`src/rtl/gpab_pkg.sv`:
```
// Constants for the four-bit bidirectional port and the eight-bit input port.
// Assumes a 32-bit APB slave on mclk. Register indices are scaled by four
// to form byte addresses.
//
// Function
// - Bidir data register holds pin outputs in bits 3..0, resets to F0.
// - Direction bit 1: port read returns the stored data bit.
// - Direction bit 0: port read returns the actual pin level.
// - Direction bit 1 makes the pin an output, 0 an input.
// - Direction and data act only while the pin is general-purpose.
// - Direction register resets to F0, so all pins start as inputs.
// - Direction register is write-only and reads as all ones.
// - Segment select 0000 gives general I/O, otherwise common outputs 4..1.
// - Pins float in reset and standby, hold in sleep/watch.
// - Input port has eight pins, no drivers, no direction control.
// - Input port read gives pin levels, analog-selected pins read 0.
// - Function select bit 3 is the only writable bit.
// - Select 0: pin 3 is plain input; 1: interrupt or timer input.
// - Function select register resets to F7.
// - Function select bits 7..4 and 2..0 read 1, ignore writes.
package gpab_pkg;

   localparam int ADDR_W = 20;
   localparam int DATA_W = 32;

   // Printed offsets are register indices
   localparam logic [17:0] IDX_BIDIR_DATA = 18'h0FFDD;
   localparam logic [17:0] IDX_BIDIR_DIR = 18'h0FFED;
   localparam logic [17:0] IDX_IN_LEVELS = 18'h0FFDE;
   localparam logic [17:0] IDX_IN_FSEL = 18'h0FFEE;

   localparam logic [7:0] BIDIR_DATA_RST = 8'hF0;
   localparam logic [7:0] BIDIR_DIR_RST = 8'hF0;
   localparam logic [7:0] IN_FSEL_RST = 8'hF7;
   localparam logic [7:0] BIDIR_DIR_READ = 8'hFF;

   localparam int FSEL_IRQ_BIT = 3;
   localparam logic [3:0] SEG_GPIO = 4'h0;
   // Converter channel code of analog input 0; input n is this plus n
   localparam logic [3:0] ANALOG_BASE_CODE = 4'h4;

   localparam int SYNC_STAGES = 2;

endpackage : gpab_pkg

```
`src/rtl/gpab_sync.sv`:
```
// Two-flop synchroniser for pin levels.
// Assumes asynchronous inputs; only the last stage may be read.
`timescale 1ns/1ps
module gpab_sync #(
   parameter int WIDTH = 8
) (
   input wire logic mclk,
   input wire logic rst_n,
   input wire logic [WIDTH-1:0] async_in,
   output logic [WIDTH-1:0] sync_out
);

   logic [WIDTH-1:0] meta_q;

   if (WIDTH < 1) begin : g_chk
      $error("gpab_sync: WIDTH must be at least 1");
   end

   // First stage feeds the second stage only
   always_ff @(posedge mclk) begin
      if (!rst_n) begin
         meta_q <= '0;
         sync_out <= '0;
      end else begin
         meta_q <= async_in;
         sync_out <= meta_q;
      end
   end

endmodule : gpab_sync

```
`src/rtl/gpab_pin_cell.sv`:
```
// Drive stage of one bidirectional port pin.
// Assumes mode and control inputs come from logic on mclk.
`timescale 1ns/1ps
module gpab_pin_cell (
   input wire logic mclk,
   input wire logic rst_n,
   input wire logic gp_mode,
   input wire logic dir,
   input wire logic data,
   input wire logic com_level,
   input wire logic standby,
   input wire logic hold,
   output logic pin_out,
   output logic pin_oe
);

   // Outputs floated in reset; registered so the pin never glitches
   always_ff @(posedge mclk) begin
      if (!rst_n) begin
         pin_out <= 1'b0;
         pin_oe <= 1'b0;
      end else if (standby) begin
         pin_oe <= 1'b0;
      end else if (!hold) begin
         if (gp_mode) begin
            pin_out <= data;
            pin_oe <= dir;
         end else begin
            pin_out <= com_level;
            pin_oe <= 1'b1;
         end
      end
   end

endmodule : gpab_pin_cell

```
`src/rtl/gpab_port.sv`:
```
// Top of the port pair: APB register slave, bidirectional port drive and
// input port read-back with analog masking and pin 3 function routing.
// Assumes pins are asynchronous, mode and select inputs are on mclk.
`timescale 1ns/1ps
module gpab_port (
   input wire logic mclk,
   input wire logic rst_n,
   // APB slave
   input wire logic psel,
   input wire logic penable,
   input wire logic pwrite,
   input wire logic [gpab_pkg::ADDR_W-1:0] paddr,
   input wire logic [gpab_pkg::DATA_W-1:0] pwdata,
   input wire logic [3:0] pstrb,
   output logic [gpab_pkg::DATA_W-1:0] prdata,
   output logic pready,
   output logic pslverr,
   // Bidirectional port pins
   input wire logic [3:0] bidir_port_pin_in,
   output logic [3:0] bidir_port_pin_out,
   output logic [3:0] bidir_port_pin_oe,
   // Shared LCD function
   input wire logic [3:0] segment_select_field,
   input wire logic [3:0] lcd_com_level,
   // Input port pins
   input wire logic [7:0] input_port_pin,
   // Shared converter function
   input wire logic [3:0] converter_channel_select,
   // Power modes
   input wire logic standby_mode,
   input wire logic hold_mode,
   // Pin 3 alternate function
   output logic pin3_interrupt_select,
   output logic timer_event_input
);

   ////////////////////////////////////////////////////////////////////////////
   // Declarations

   logic [3:0] bidir_port_output_data_q;
   logic [3:0] bidir_port_direction_q;
   logic input_port_function_select_q;
   logic [3:0] bidir_sync;
   logic [7:0] in_sync;
   logic [7:0] analog_mask;
   logic [7:0] in_read;
   logic [3:0] bidir_read;
   logic gp_mode;
   logic setup;
   logic wr_en;
   logic addr_aligned;
   logic hit_data;
   logic hit_dir;
   logic hit_lvl;
   logic hit_fsel;
   logic mapped;
   logic [7:0] rd_byte;
   logic [gpab_pkg::DATA_W-1:0] prdata_q;
   logic pslverr_q;

   ////////////////////////////////////////////////////////////////////////////
   // Pin synchronisers

   gpab_sync #(.WIDTH(4)) u_sync_a (
      .mclk(mclk),
      .rst_n(rst_n),
      .async_in(bidir_port_pin_in),
      .sync_out(bidir_sync)
   );

   gpab_sync #(.WIDTH(8)) u_sync_b (
      .mclk(mclk),
      .rst_n(rst_n),
      .async_in(input_port_pin),
      .sync_out(in_sync)
   );

   ////////////////////////////////////////////////////////////////////////////
   // Address decode

   assign setup = psel && !penable;
   // Zero wait states keep the master's cost to two cycles per access
   assign pready = 1'b1;
   assign wr_en = psel && penable && pready && pwrite && pstrb[0];
   assign addr_aligned = (paddr[1:0] == 2'b00);
   assign hit_data = addr_aligned && (paddr[19:2] == gpab_pkg::IDX_BIDIR_DATA);
   assign hit_dir = addr_aligned && (paddr[19:2] == gpab_pkg::IDX_BIDIR_DIR);
   assign hit_lvl = addr_aligned && (paddr[19:2] == gpab_pkg::IDX_IN_LEVELS);
   assign hit_fsel = addr_aligned && (paddr[19:2] == gpab_pkg::IDX_IN_FSEL);
   assign mapped = hit_data || hit_dir || hit_lvl || hit_fsel;

   ////////////////////////////////////////////////////////////////////////////
   // Registers

   always_ff @(posedge mclk) begin
      if (!rst_n) begin
         bidir_port_output_data_q <= gpab_pkg::BIDIR_DATA_RST[3:0];
      end else if (wr_en && hit_data) begin
         bidir_port_output_data_q <= pwdata[3:0];
      end
   end

   always_ff @(posedge mclk) begin
      if (!rst_n) begin
         bidir_port_direction_q <= gpab_pkg::BIDIR_DIR_RST[3:0];
      end else if (wr_en && hit_dir) begin
         bidir_port_direction_q <= pwdata[3:0];
      end
   end

   always_ff @(posedge mclk) begin
      if (!rst_n) begin
         input_port_function_select_q <= gpab_pkg::IN_FSEL_RST[gpab_pkg::FSEL_IRQ_BIT];
      end else if (wr_en && hit_fsel) begin
         input_port_function_select_q <= pwdata[gpab_pkg::FSEL_IRQ_BIT];
      end
   end

   ////////////////////////////////////////////////////////////////////////////
   // Bidirectional port drive

   assign gp_mode = (segment_select_field == gpab_pkg::SEG_GPIO);

   for (genvar i = 0; i < 4; i++) begin : g_pin
      gpab_pin_cell u_cell (
         .mclk(mclk),
         .rst_n(rst_n),
         .gp_mode(gp_mode),
         .dir(bidir_port_direction_q[i]),
         .data(bidir_port_output_data_q[i]),
         .com_level(lcd_com_level[i]),
         .standby(standby_mode),
         .hold(hold_mode),
         .pin_out(bidir_port_pin_out[i]),
         .pin_oe(bidir_port_pin_oe[i])
      );
   end

   ////////////////////////////////////////////////////////////////////////////
   // Read-back

   // Output bits echo the latch, so a loaded pin cannot corrupt a read
   assign bidir_read = (bidir_port_direction_q & bidir_port_output_data_q)
                     | (~bidir_port_direction_q & bidir_sync);

   for (genvar n = 0; n < 8; n++) begin : g_analog
      assign analog_mask[n] = (converter_channel_select == gpab_pkg::ANALOG_BASE_CODE + 4'(n));
   end

   assign in_read = in_sync & ~analog_mask;

   always_comb begin
      rd_byte = 8'h00;
      if (hit_data) begin
         rd_byte = {gpab_pkg::BIDIR_DATA_RST[7:4], bidir_read};
      end else if (hit_dir) begin
         rd_byte = gpab_pkg::BIDIR_DIR_READ;
      end else if (hit_lvl) begin
         rd_byte = in_read;
      end else if (hit_fsel) begin
         rd_byte = gpab_pkg::IN_FSEL_RST;
         rd_byte[gpab_pkg::FSEL_IRQ_BIT] = input_port_function_select_q;
      end
   end

   // Read data captured in the setup cycle and held through the access
   always_ff @(posedge mclk) begin
      if (!rst_n) begin
         prdata_q <= 32'h00000000;
         pslverr_q <= 1'b0;
      end else if (setup) begin
         prdata_q <= pwrite ? 32'h00000000 : {24'h000000, rd_byte};
         pslverr_q <= !mapped;
      end
   end

   assign prdata = prdata_q;
   assign pslverr = pslverr_q && psel && penable;

   ////////////////////////////////////////////////////////////////////////////
   // Pin 3 alternate function

   // Inactive level held high while the pin serves as a plain input
   always_ff @(posedge mclk) begin
      if (!rst_n) begin
         pin3_interrupt_select <= 1'b1;
         timer_event_input <= 1'b1;
      end else if (input_port_function_select_q) begin
         pin3_interrupt_select <= in_sync[3];
         timer_event_input <= in_sync[3];
      end else begin
         pin3_interrupt_select <= 1'b1;
         timer_event_input <= 1'b1;
      end
   end
endmodule : gpab_port

```
`config.mk`:
```
export PLATFORM = sky130hd
export DESIGN_NAME = gpab_port
export DESIGN_NICKNAME = d
export VERILOG_FILES = /design/src/rtl/gpab_pkg.sv /design/src/rtl/gpab_sync.sv /design/src/rtl/gpab_pin_cell.sv /design/src/rtl/gpab_port.sv
export SDC_FILE = /design/constraint.sdc
export NUM_CORES = 1
export LEC_CHECK = 0
export BUFFER_PORTS_ARGS = -buffer_cell sky130_fd_sc_hd__clkbuf_2
export CELL_PAD_IN_SITES_DETAIL_PLACEMENT = 1
export CELL_PAD_IN_SITES_GLOBAL_PLACEMENT = 1
export CORE_UTILIZATION = 32
export CTS_BUF_LIST = sky130_fd_sc_hd__clkbuf_4 sky130_fd_sc_hd__clkbuf_8
export CTS_CLUSTER_SIZE = 28
export DETAILED_ROUTE_END_ITERATION = 12
export PLACE_DENSITY = 0.81
export SETUP_SLACK_MARGIN = 0.5
export SKIP_CTS_REPAIR_TIMING = 1
export SYNTH_ARGS = -nofsm -noshare
export SYNTH_HDL_FRONTEND = slang
export SYNTH_SLANG_ARGS = --single-unit
```
`constraint.sdc`:
```
create_clock -name mclk -period 2.3 [get_ports mclk]
set_input_delay 0.46 -clock mclk [delete_from_list [all_inputs] [get_ports mclk]]
set_output_delay 0.46 -clock mclk [all_outputs]
set_load 0.02 [all_outputs]
```
Word level (Yosys, flattened, before mapping)
Cells that the tools add are included.
Operators by class
  bitwise logic cells: 9
  muxes and demuxes: 13
  equality and inequality tests: 12
  reductions and logical operators: 23
Operators with widths (number)
  $eq A18 B16 Y1 const B: 4
  $mux W8: 5
  $eq A4 B3 Y1 const B: 4
  $eq A4 B4 Y1 const B: 4
  $logic_and A1 B1 Y1: 13
  $and A4 B4 Y4: 2
  $and A8 B8 Y8: 1
  $mux W1: 8
  $not A8 Y8: 1
  $logic_not A4 Y1: 1
  $not A4 Y4: 1
  $or A4 B4 Y4: 1
  $reduce_and A2 Y1: 2
  $logic_or A1 B1 Y1: 3
  $not A1 Y1: 3
  $logic_not A1 Y1: 2
  $logic_not A2 Y1: 1
  $reduce_or A2 Y1: 1
Word-level totals
  register bits after elaboration: 75
  logic and storage cells: 75

Longest topological paths before layout
Gate-level depths: netlist of the first run.
  word-level depth: 7
  mapped depth: 6
  gate-level depth less buffers: 4

By module
From an unflattened synthesis of the first run, not the netlist that was laid out.
Second synthesis, totals
  cells, all modules: 241
  area total of the unflattened synthesis: 2331.0 µm²
By module, submodules not included
  gpab_port: seq. area each 380.4 µm², instances 1, cells each 156, area each 1308.8 µm²
  gpab_sync at u_sync_b: seq. area each 320.3 µm², instances 1, cells each 33, area each 446.7 µm²
  gpab_pin_cell: seq. area each 40.0 µm², instances 4, cells each 9, area each 91.3 µm²
  gpab_sync at u_sync_a: seq. area each 160.2 µm², instances 1, cells each 16, area each 210.2 µm²

Worst setup path before layout of the first run
No wires, ideal clock.
  path kind: input-to-reg
  start: input paddr[1] (netlist bit)
  end: register bidir_port_direction_q[0]
  library setup time: 0.132 ns
  data required time: 2.168 ns
  cell stages on the path: 6
  data arrival time: 1.909 ns
  path slack: 0.258 ns
  path through: or4b_1 -> or4_1 -> buf_2 -> buf_2 -> o21ai_0 -> a21oi_1
On the way
  longest elaborated chain between the ends: 3
Ends and longest elaborated chain
  start, declared: line gpab_port.sv:12  | input wire logic [gpab_pkg::ADDR_W-1:0] paddr,
  $logic_not A2 Y1: line gpab_port.sv:85  | assign addr_aligned = (paddr[1:0] == 2'b00);
  $logic_and A1 B1 Y1: line gpab_port.sv:87  | assign hit_dir = addr_aligned && (paddr[19:2] == gpab_pkg::IDX_BIDIR_DIR);
  $logic_and A1 B1 Y1: line gpab_port.sv:106  | end else if (wr_en && hit_dir) begin
  end signal, assigned: line gpab_port.sv:105  | bidir_port_direction_q <= gpab_pkg::BIDIR_DIR_RST[3:0];
  end signal, assigned: line gpab_port.sv:107  | bidir_port_direction_q <= pwdata[3:0];
  end, declared: line gpab_port.sv:41  | logic [3:0] bidir_port_direction_q;
Every way passes these cells.
A chain may end at the register's enable or synchronous reset.

Worst setup path in the final report of the first run
  start: input paddr[1] (netlist bit)
  end: register prdata_q (netlist bit prdata[2])
On the way
  longest elaborated chain between the ends: 7
Ends and longest elaborated chain
  $logic_not A2 Y1 (*): line gpab_port.sv:85
  $logic_and A1 B1 Y1: line gpab_port.sv:89  | assign hit_fsel = addr_aligned && (paddr[19:2] == gpab_pkg::IDX_IN_FSEL);
  $mux W8: line gpab_port.sv:160  | end else if (hit_fsel) begin
  $mux W8: line gpab_port.sv:158  | end else if (hit_lvl) begin
  $mux W8: line gpab_port.sv:156  | end else if (hit_dir) begin
  $mux W8 (*): line gpab_port.sv:154  | if (hit_data) begin
  $mux W8 (*): line gpab_port.sv:172  | prdata_q <= pwrite ? 32'h00000000 : {24'h000000, rd_byte};
  end signal, assigned: line gpab_port.sv:172
  end, declared: line gpab_port.sv:58  | logic [gpab_pkg::DATA_W-1:0] prdata_q;
Mark *: on every way between the ends. The rest lies on a longest branch, timed or not.

==> impl_metrics.json, run 1 <==
{
  "status": "completed",
  "yosysMostFrequentCell": "dfxtp_1",
  "ys_seq_elements": 51,
  "max_freq_mhz": 572,
  "grt_pass1_wl_mm": 8.49,
  "p_leak_nw": 1.17,
  "cp_top_family": "simple AND/OR/NAND/NOR gates",
  "cts_max_level": 2,
  "drv_cap": 0,
  "cp-end-kind": "register",
  "regArea_mm2": 0.00102,
  "first_iter_violations": 28,
  "p_sw_uw": 444,
  "port_buffers": 74,
  "dr.pass1.iters": 3,
  "drv_slew": 0,
  "grt_max_degree": 28,
  "overflow": 0,
  "fillCellCount": 825,
  "cts_tree": "yes",
  "synth_commonest_cells": "51 x dfxtp_1, 34 x buf_4, 25 x and2_1",
  "grt_antenna_before_repair": 0,
  "cp.arrival_ns": 2.01,
  "p_int_mw": 1.20,
  "multi_input_area_mm2": 0.00104,
  "start_util_pct": 33.3,
  "viasPerCell": 4.56,
  "grt_setup_unrepaired": "false",
  "clockBufferDepth": 2,
  "combPwrFrac_pct": 11.8,
  "crit_chain": "clkbuf_2 -> or4b_4 -> or4_4 -> buf_6 -> a21oi_2 -> a32o_1",
  "critPathMaxStageDelay_ns": 0.53,
  "gr-usage-all-layers_pct": 14.8,
  "timing.rr.start": "bidir_port_direction_q[2]",
  "syn_avg_cell_area_um2": 9.33,
  "core_mm2": 0.00683,
  "post-route-period-util_pct": 76.1,
  "yosys_warnings": 0,
  "synth.distinct_cells": 39,
  "dp_hpwl_mm": 4.22,
  "grt_pass1_vias": 1810,
  "yosysSeqAreaShare_pct": 44.9,
  "place_ws_ns": 0.0818,
  "ys.flop_type": "dfxtp_1",
  "synthArstFlopShare_pct": 0,
  "critPathRequiredTime_ns": 2.56,
  "synth_top_area_share_pct": 44.9,
  "worst_pin_slew_ns": 0.611,
  "ir_drop_mv": 0.274,
  "pin_count": 131,
  "synth_edf_count": 0,
  "post_drt_wl_per_cell_um": 12.9,
  "cp_max_fo": 17,
  "hold_viol": 0,
  "globalplace.congestion": 0.796,
  "yosysTopAreaCell": "dfxtp_1",
  "drive_gt1_share_pct": 30.5,
  "clk_pin_slew_ns": 0.10,
  "finalSetupViolations": 0,
  "antenna_cells": 0,
  "final_nets": 397,
  "powerDensity_mw_per_mm2": 606,
  "start_kind": "input pin",
  "syn_inst": 244,
  "min_from": "input_port_pin[5]",
  "dieWidth_um": 86.3,
  "final_util_pct": 39.9,
  "fin_crit_ns": 1.75,
  "synthTopCellsByArea": "dfxtp_1 45%, buf_4 11%, and2_1 6.9%",
  "drtAntennaViolNets": 0,
  "crit_start": "paddr[1]",
  "area_growth_pct": 19.6,
  "syn_area_mm2": 0.00228,
  "wl_mm": 5.24,
  "max_slew_margin_pct": 59.3,
  "holdCritPathClass": "input pin to register",
  "worst_clock_skew_ns": 0.00869,
  "cp.buffers_inverters": 2,
  "drc_errors": 0,
  "final_area_mm2": 0.00272,
  "worst_slack_ns": 0.551,
  "dieArea_mm2": 0.00745,
  "placedCellCount": 399,
  "placementRows": 30,
  "vias": 1856,
  "seq_power_share_pct": 55.8,
  "cp_slowest_cell": "or4b_4",
  "clock_latency_ns": 0.31,
  "clockRootBuffer": "clkbuf_8",
  "numCtsBuffers": 5,
  "postPlaceCellArea_mm2": 0.00261,
  "final.setup.tns_ns": 0,
  "worstSetupPathType": "input pin to register",
  "die_y_um": 86.3,
  "clock-sinks": 51,
  "sw_frac_of_total_pct": 27.0,
  "stdcell_count": 407,
  "clkPwrFrac_pct": 32.4
}
==> flip-flops by register name, indices dropped and copies added (netlist names) <==
register / count
prdata: 8
u_sync_b.meta_q: 8
u_sync_b.sync_out: 8
bidir_port_direction_q: 4
bidir_port_output_data_q: 4
g_pin.u_cell.pin_oe: 4
g_pin.u_cell.pin_out: 4
u_sync_a.meta_q: 4
u_sync_a.sync_out: 4
input_port_function_select_q: 1
pslverr_q: 1
timer_event_input: 1
==> worst reg2reg max path, stage by stage (launching register included) <==
cell and delay (ns):
dfxtp_1 0.40, mux2i_1 0.20, nand3_1 0.12, a32o_1 0.28
==> power groups by stage <==
stage / Clock (mW) / Combinational [mW] / Sequential (mW)
floorplan: 0 / 0.156 / 0.938
finish: 0.534 / 0.194 / 0.920
CTS: 0.551 / 0.194 / 0.921
global route: 0.594 / 0.216 / 0.923
detailed placement: 0 / 0.193 / 0.941
global placement: 0 / 0.187 / 0.940
==> final timing paths <==
check                                            end  slack [ns]  cells after the start
worst max-delay path                       prdata[2]        0.55                      6
worst min-delay path              u_sync_b.meta_q[5]        0.35                      2
worst max register to register             prdata[2]        1.20                      3
worst min register to register  u_sync_a.sync_out[2]        0.43                      1
==> logic make-up (layout without fill, tap and decap cells) <==
kind of cell / Yosys count / count (layout) / share of synthesized area, %
compound gates: 49 / 49 / 14.2
xor+xnor: 1 / 1 / 0.385
buf+inv: 50 / 94 / 14.0
flops: 51 / 51 / 44.9
mux: 8 / 8 / 3.52
other cells: 2 / 25 / 0.330
simple gates: 83 / 83 / 22.7
==> cell usage in the layout, fill, tap and decap left out, types with 2 or more instances in the layout <==
cell type and n:
clkbuf_2 74, dfxtp_1 51, and2_1 25, conb_1 25
a21oi_1 15, nor3_1 9, mux2i_1 8, nand3_1 8
o21ai_1 7, nand2b_1 6, nor2b_1 6, o311ai_0 6
nand4_1 6, nor2_1 6, buf_4 6, inv_1 5
clkbuf_8 5, nand4b_1 4, a22o_1 4, a32o_1 4
a211oi_1 4, o21ai_0 3, nor4bb_1 2, a21oi_2 2
clkinvlp_4 2
==> cell type report <==
| class | count | share of cell area, % |
|---|---|---|
| Timing Repair Buffer | 81 | 15.7 |
| Clock inverter | 3 | 0.873 |
| Multi-Input combinational cell | 166 | 38.3 |
| Clock buffer | 5 | 2.53 |
| Sequential cell | 51 | 37.5 |
| Tap cell | 96 | 4.41 |
| Inverter | 5 | 0.689 |
==> per-layer routing <==
| metal | up-vias | track usage [%] | part of all wire [%] |
|---|---|---|---|
| li1 | 941 | - | - |
| met1 | 846 | 18.1 | 45 |
| met2 | 61 | 25.1 | 47 |
| met3 | 8 | 3.62 | 5.9 |
| met4 | 0 | 5.91 | 1.6 |
| met5 | - | 0 | 0 |
==> metrics by stage <==
stage | total power, mW | hold slack [ns]
6_report | 1.65 | 0.346
5_1_grt | 1.73 | 0.330
4_1_cts | 1.67 | 0.336
3_5_place_dp | 1.13 | 0.420
3_3_place_gp | 1.13 | 0.419
2_1_floorplan | 1.09 | 0.394
(Power assumes the default switching activity.)
==> run 2: changes to the inputs <==
- ABC_AREA: default -> 1
- CORE_UTILIZATION: 32 -> 29
- PLACE_DENSITY: 0.81 -> 0.78
- clock period: 2.3 -> 1.6 ns (I/O delays scaled with it)
==> run 2 against run 1 <==
Net effect: critical path depth increased by 4; non-clock buffer count increased by 6; worst hold slack got worse by 0.15 ns; combinational power increased by 96%; synthesized cell count increased by 41%.
==> impl_metrics.json, run 2 <==
{
  "antenna_cells": 0,
  "grt_setup_unrepaired": "true",
  "cp.buffers_inverters": 4,
  "cp_top_family": "simple AND/OR/NAND/NOR gates",
  "clockBufferDepth": 2,
  "drv_slew": 0,
  "power_mw": 2.63,
  "synth_edf_count": 0,
  "gr-usage-all-layers_pct": 13.1,
  "grt_max_degree": 39,
  "yosysMostFrequentCell": "nand2_1",
  "ys_seq_elements": 51,
  "cp_slowest_cell": "nor3_1",
  "final_cell_mix": "58 x inv_1, 56 x nand2_1, 42 x clkbuf_2, 35 x buf_6, 32 x dfxtp_1",
  "start_util_pct": 30.4,
  "ys.flop_type": "dfxtp_1",
  "final_util_pct": 43.2,
  "grt_antenna_before_repair": 0,
  "vias": 2297,
  "dieArea_mm2": 0.00913,
  "p_leak_nw": 1.90,
  "worst_clock_skew_ns": 0.00735,
  "yosys_warnings": 0,
  "synth.distinct_cells": 33,
  "cp.arrival_ns": 1.48,
  "fin_crit_ns": 1.27,
  "first_iter_violations": 85,
  "drc_errors": 0,
  "critPathRequiredTime_ns": 1.81,
  "dieWidth_um": 95.5,
  "powerDensity_mw_per_mm2": 732,
  "worstSetupPathType": "input pin to register",
  "synth_commonest_cells": "65 x nand2_1, 62 x inv_1, 51 x dfxtp_1",
  "final_nets": 509,
  "syn_inst": 344,
  "syn_area_mm2": 0.00254,
  "clock_latency_ns": 0.30,
  "combPwrFrac_pct": 14.4,
  "clockRootBuffer": "clkbuf_8",
  "die_y_um": 95.5,
  "clock-sinks": 51,
  "syn_avg_cell_area_um2": 7.38,
  "max_freq_mhz": 785,
  "holdCritPathClass": "input pin to register",
  "p_int_mw": 1.97,
  "p_sw_uw": 667,
  "critPathMaxStageDelay_ns": 0.21,
  "cp_max_fo": 5,
  "hold_viol": 0,
  "post_drt_wl_per_cell_um": 12.6,
  "placementRows": 33,
  "start_kind": "input pin",
  "cts_max_level": 2,
  "drive_gt1_share_pct": 44.7,
  "yosysTopAreaCell": "dfxtp_1",
  "ir_drop_mv": 0.300,
  "sw_frac_of_total_pct": 25.3,
  "viasPerCell": 4.35,
  "synthArstFlopShare_pct": 0,
  "grt_pass1_vias": 2115,
  "cts_tree": "yes",
  "clkPwrFrac_pct": 35.2,
  "overflow": 0,
  "worst_slack_ns": 0.326,
  "synthTopCellsByArea": "dfxtp_1 40%, buf_4 10%, nand2_1 9.6%",
  "wl_mm": 6.68,
  "yosysSeqAreaShare_pct": 40.2,
  "place_ws_ns": 0.160,
  "holdWs_ns": 0.199,
  "pin_count": 131,
  "finalSetupViolations": 0,
  "synth_top_area_share_pct": 40.2,
  "drv_cap": 0,
  "dr.pass1.iters": 4,
  "post-route-period-util_pct": 79.6,
  "grt_pass1_wl_mm": 9.27,
  "seq_power_share_pct": 50.4,
  "final.setup.tns_ns": 0,
  "cp-end-kind": "register",
  "numCtsBuffers": 5,
  "port_buffers": 74,
  "globalplace.congestion": 0.764,
  "drtAntennaViolNets": 0,
  "core_mm2": 0.00834,
  "clk_pin_slew_ns": 0.09,
  "crit_chain": "clkbuf_2 -> nor2_4 -> nand2_4 -> inv_2 -> nand2_2 -> nor2_4 -> buf_6 -> buf_6 -> a31oi_1 -> nor3_1",
  "status": "completed",
  "area_growth_pct": 41.9,
  "final_common_cell": "inv_1",
  "dp_hpwl_mm": 4.57
}
## run 2: changes by cell type in the layout (fill, tap and decap cells not counted), sizes merged, moves of 8 or more
cell and change:
nand2 +71, buf +38, o211ai +8, and2 -25, mux2i -8, nand3 +17, nor2 +17, inv +61
clkbuf -31
## run 2: layer usage
layer	routed length, µm	track usage [%]	vias up
met2	3510	22.7	68
met4	102	5.22	0
met5	0	0	-
met1	2730	15.8	1054
li1	-	-	1165
met3	343	2.39	10
## run 2: power by group through the flow
stage / Combinational [mW] / Clock, mW / Sequential [mW]
2_1_floorplan: 0.262 / 0 / 1.35
3_3_place_gp: 0.314 / 0 / 1.35
3_5_place_dp: 0.323 / 0 / 1.35
4_1_cts: 0.324 / 0.955 / 1.32
5_1_grt: 0.419 / 1.01 / 1.33
6_report: 0.380 / 0.928 / 1.33
## run 2: cell families (layout without fill, tap and decap cells)
group | after synthesis | after routing | synth area share, %
flops | 51 | 51 | 40.2
buf+inv | 110 | 164 | 22.3
simple gates | 130 | 131 | 25.0
other cells | 2 | 25 | 0.296
compound gates | 51 | 52 | 12.1
## run 2: per-stage QoR
stage	area, µm²	std cells
2_1_floorplan	2710	367
3_3_place_gp	2930	507
3_5_place_dp	2930	507
4_1_cts	3050	515
5_1_grt	3600	528
6_report	3600	528
## run 2: tightest hold or removal path: stages
cell and delay [ns]:
clkbuf_2 0.07, nand2_1 0.04, inv_1 0.04
## run 2: cell type report
class	instances	area (µm²)
Sequential cell	51	1050
Clock buffer	6	82.6
Clock inverter	2	35.0
Timing Repair Buffer	87	689
Inverter	69	278
Fill cell	998	4740
Multi-Input combinational cell	208	1340
Tap cell	105	131
## run 2: path summary, 6_finish.rpt
check                       startpoint                           end  slack [ns]  depth (start not counted)
max                           paddr[0]  input_port_function_select_q        0.33                         10
min                  input_port_pin[1]            u_sync_b.meta_q[1]        0.20                          3
max reg2reg  bidir_port_direction_q[1]                     prdata[1]        0.55                          7
min reg2reg         u_sync_b.meta_q[1]          u_sync_b.sync_out[1]        0.42                          2
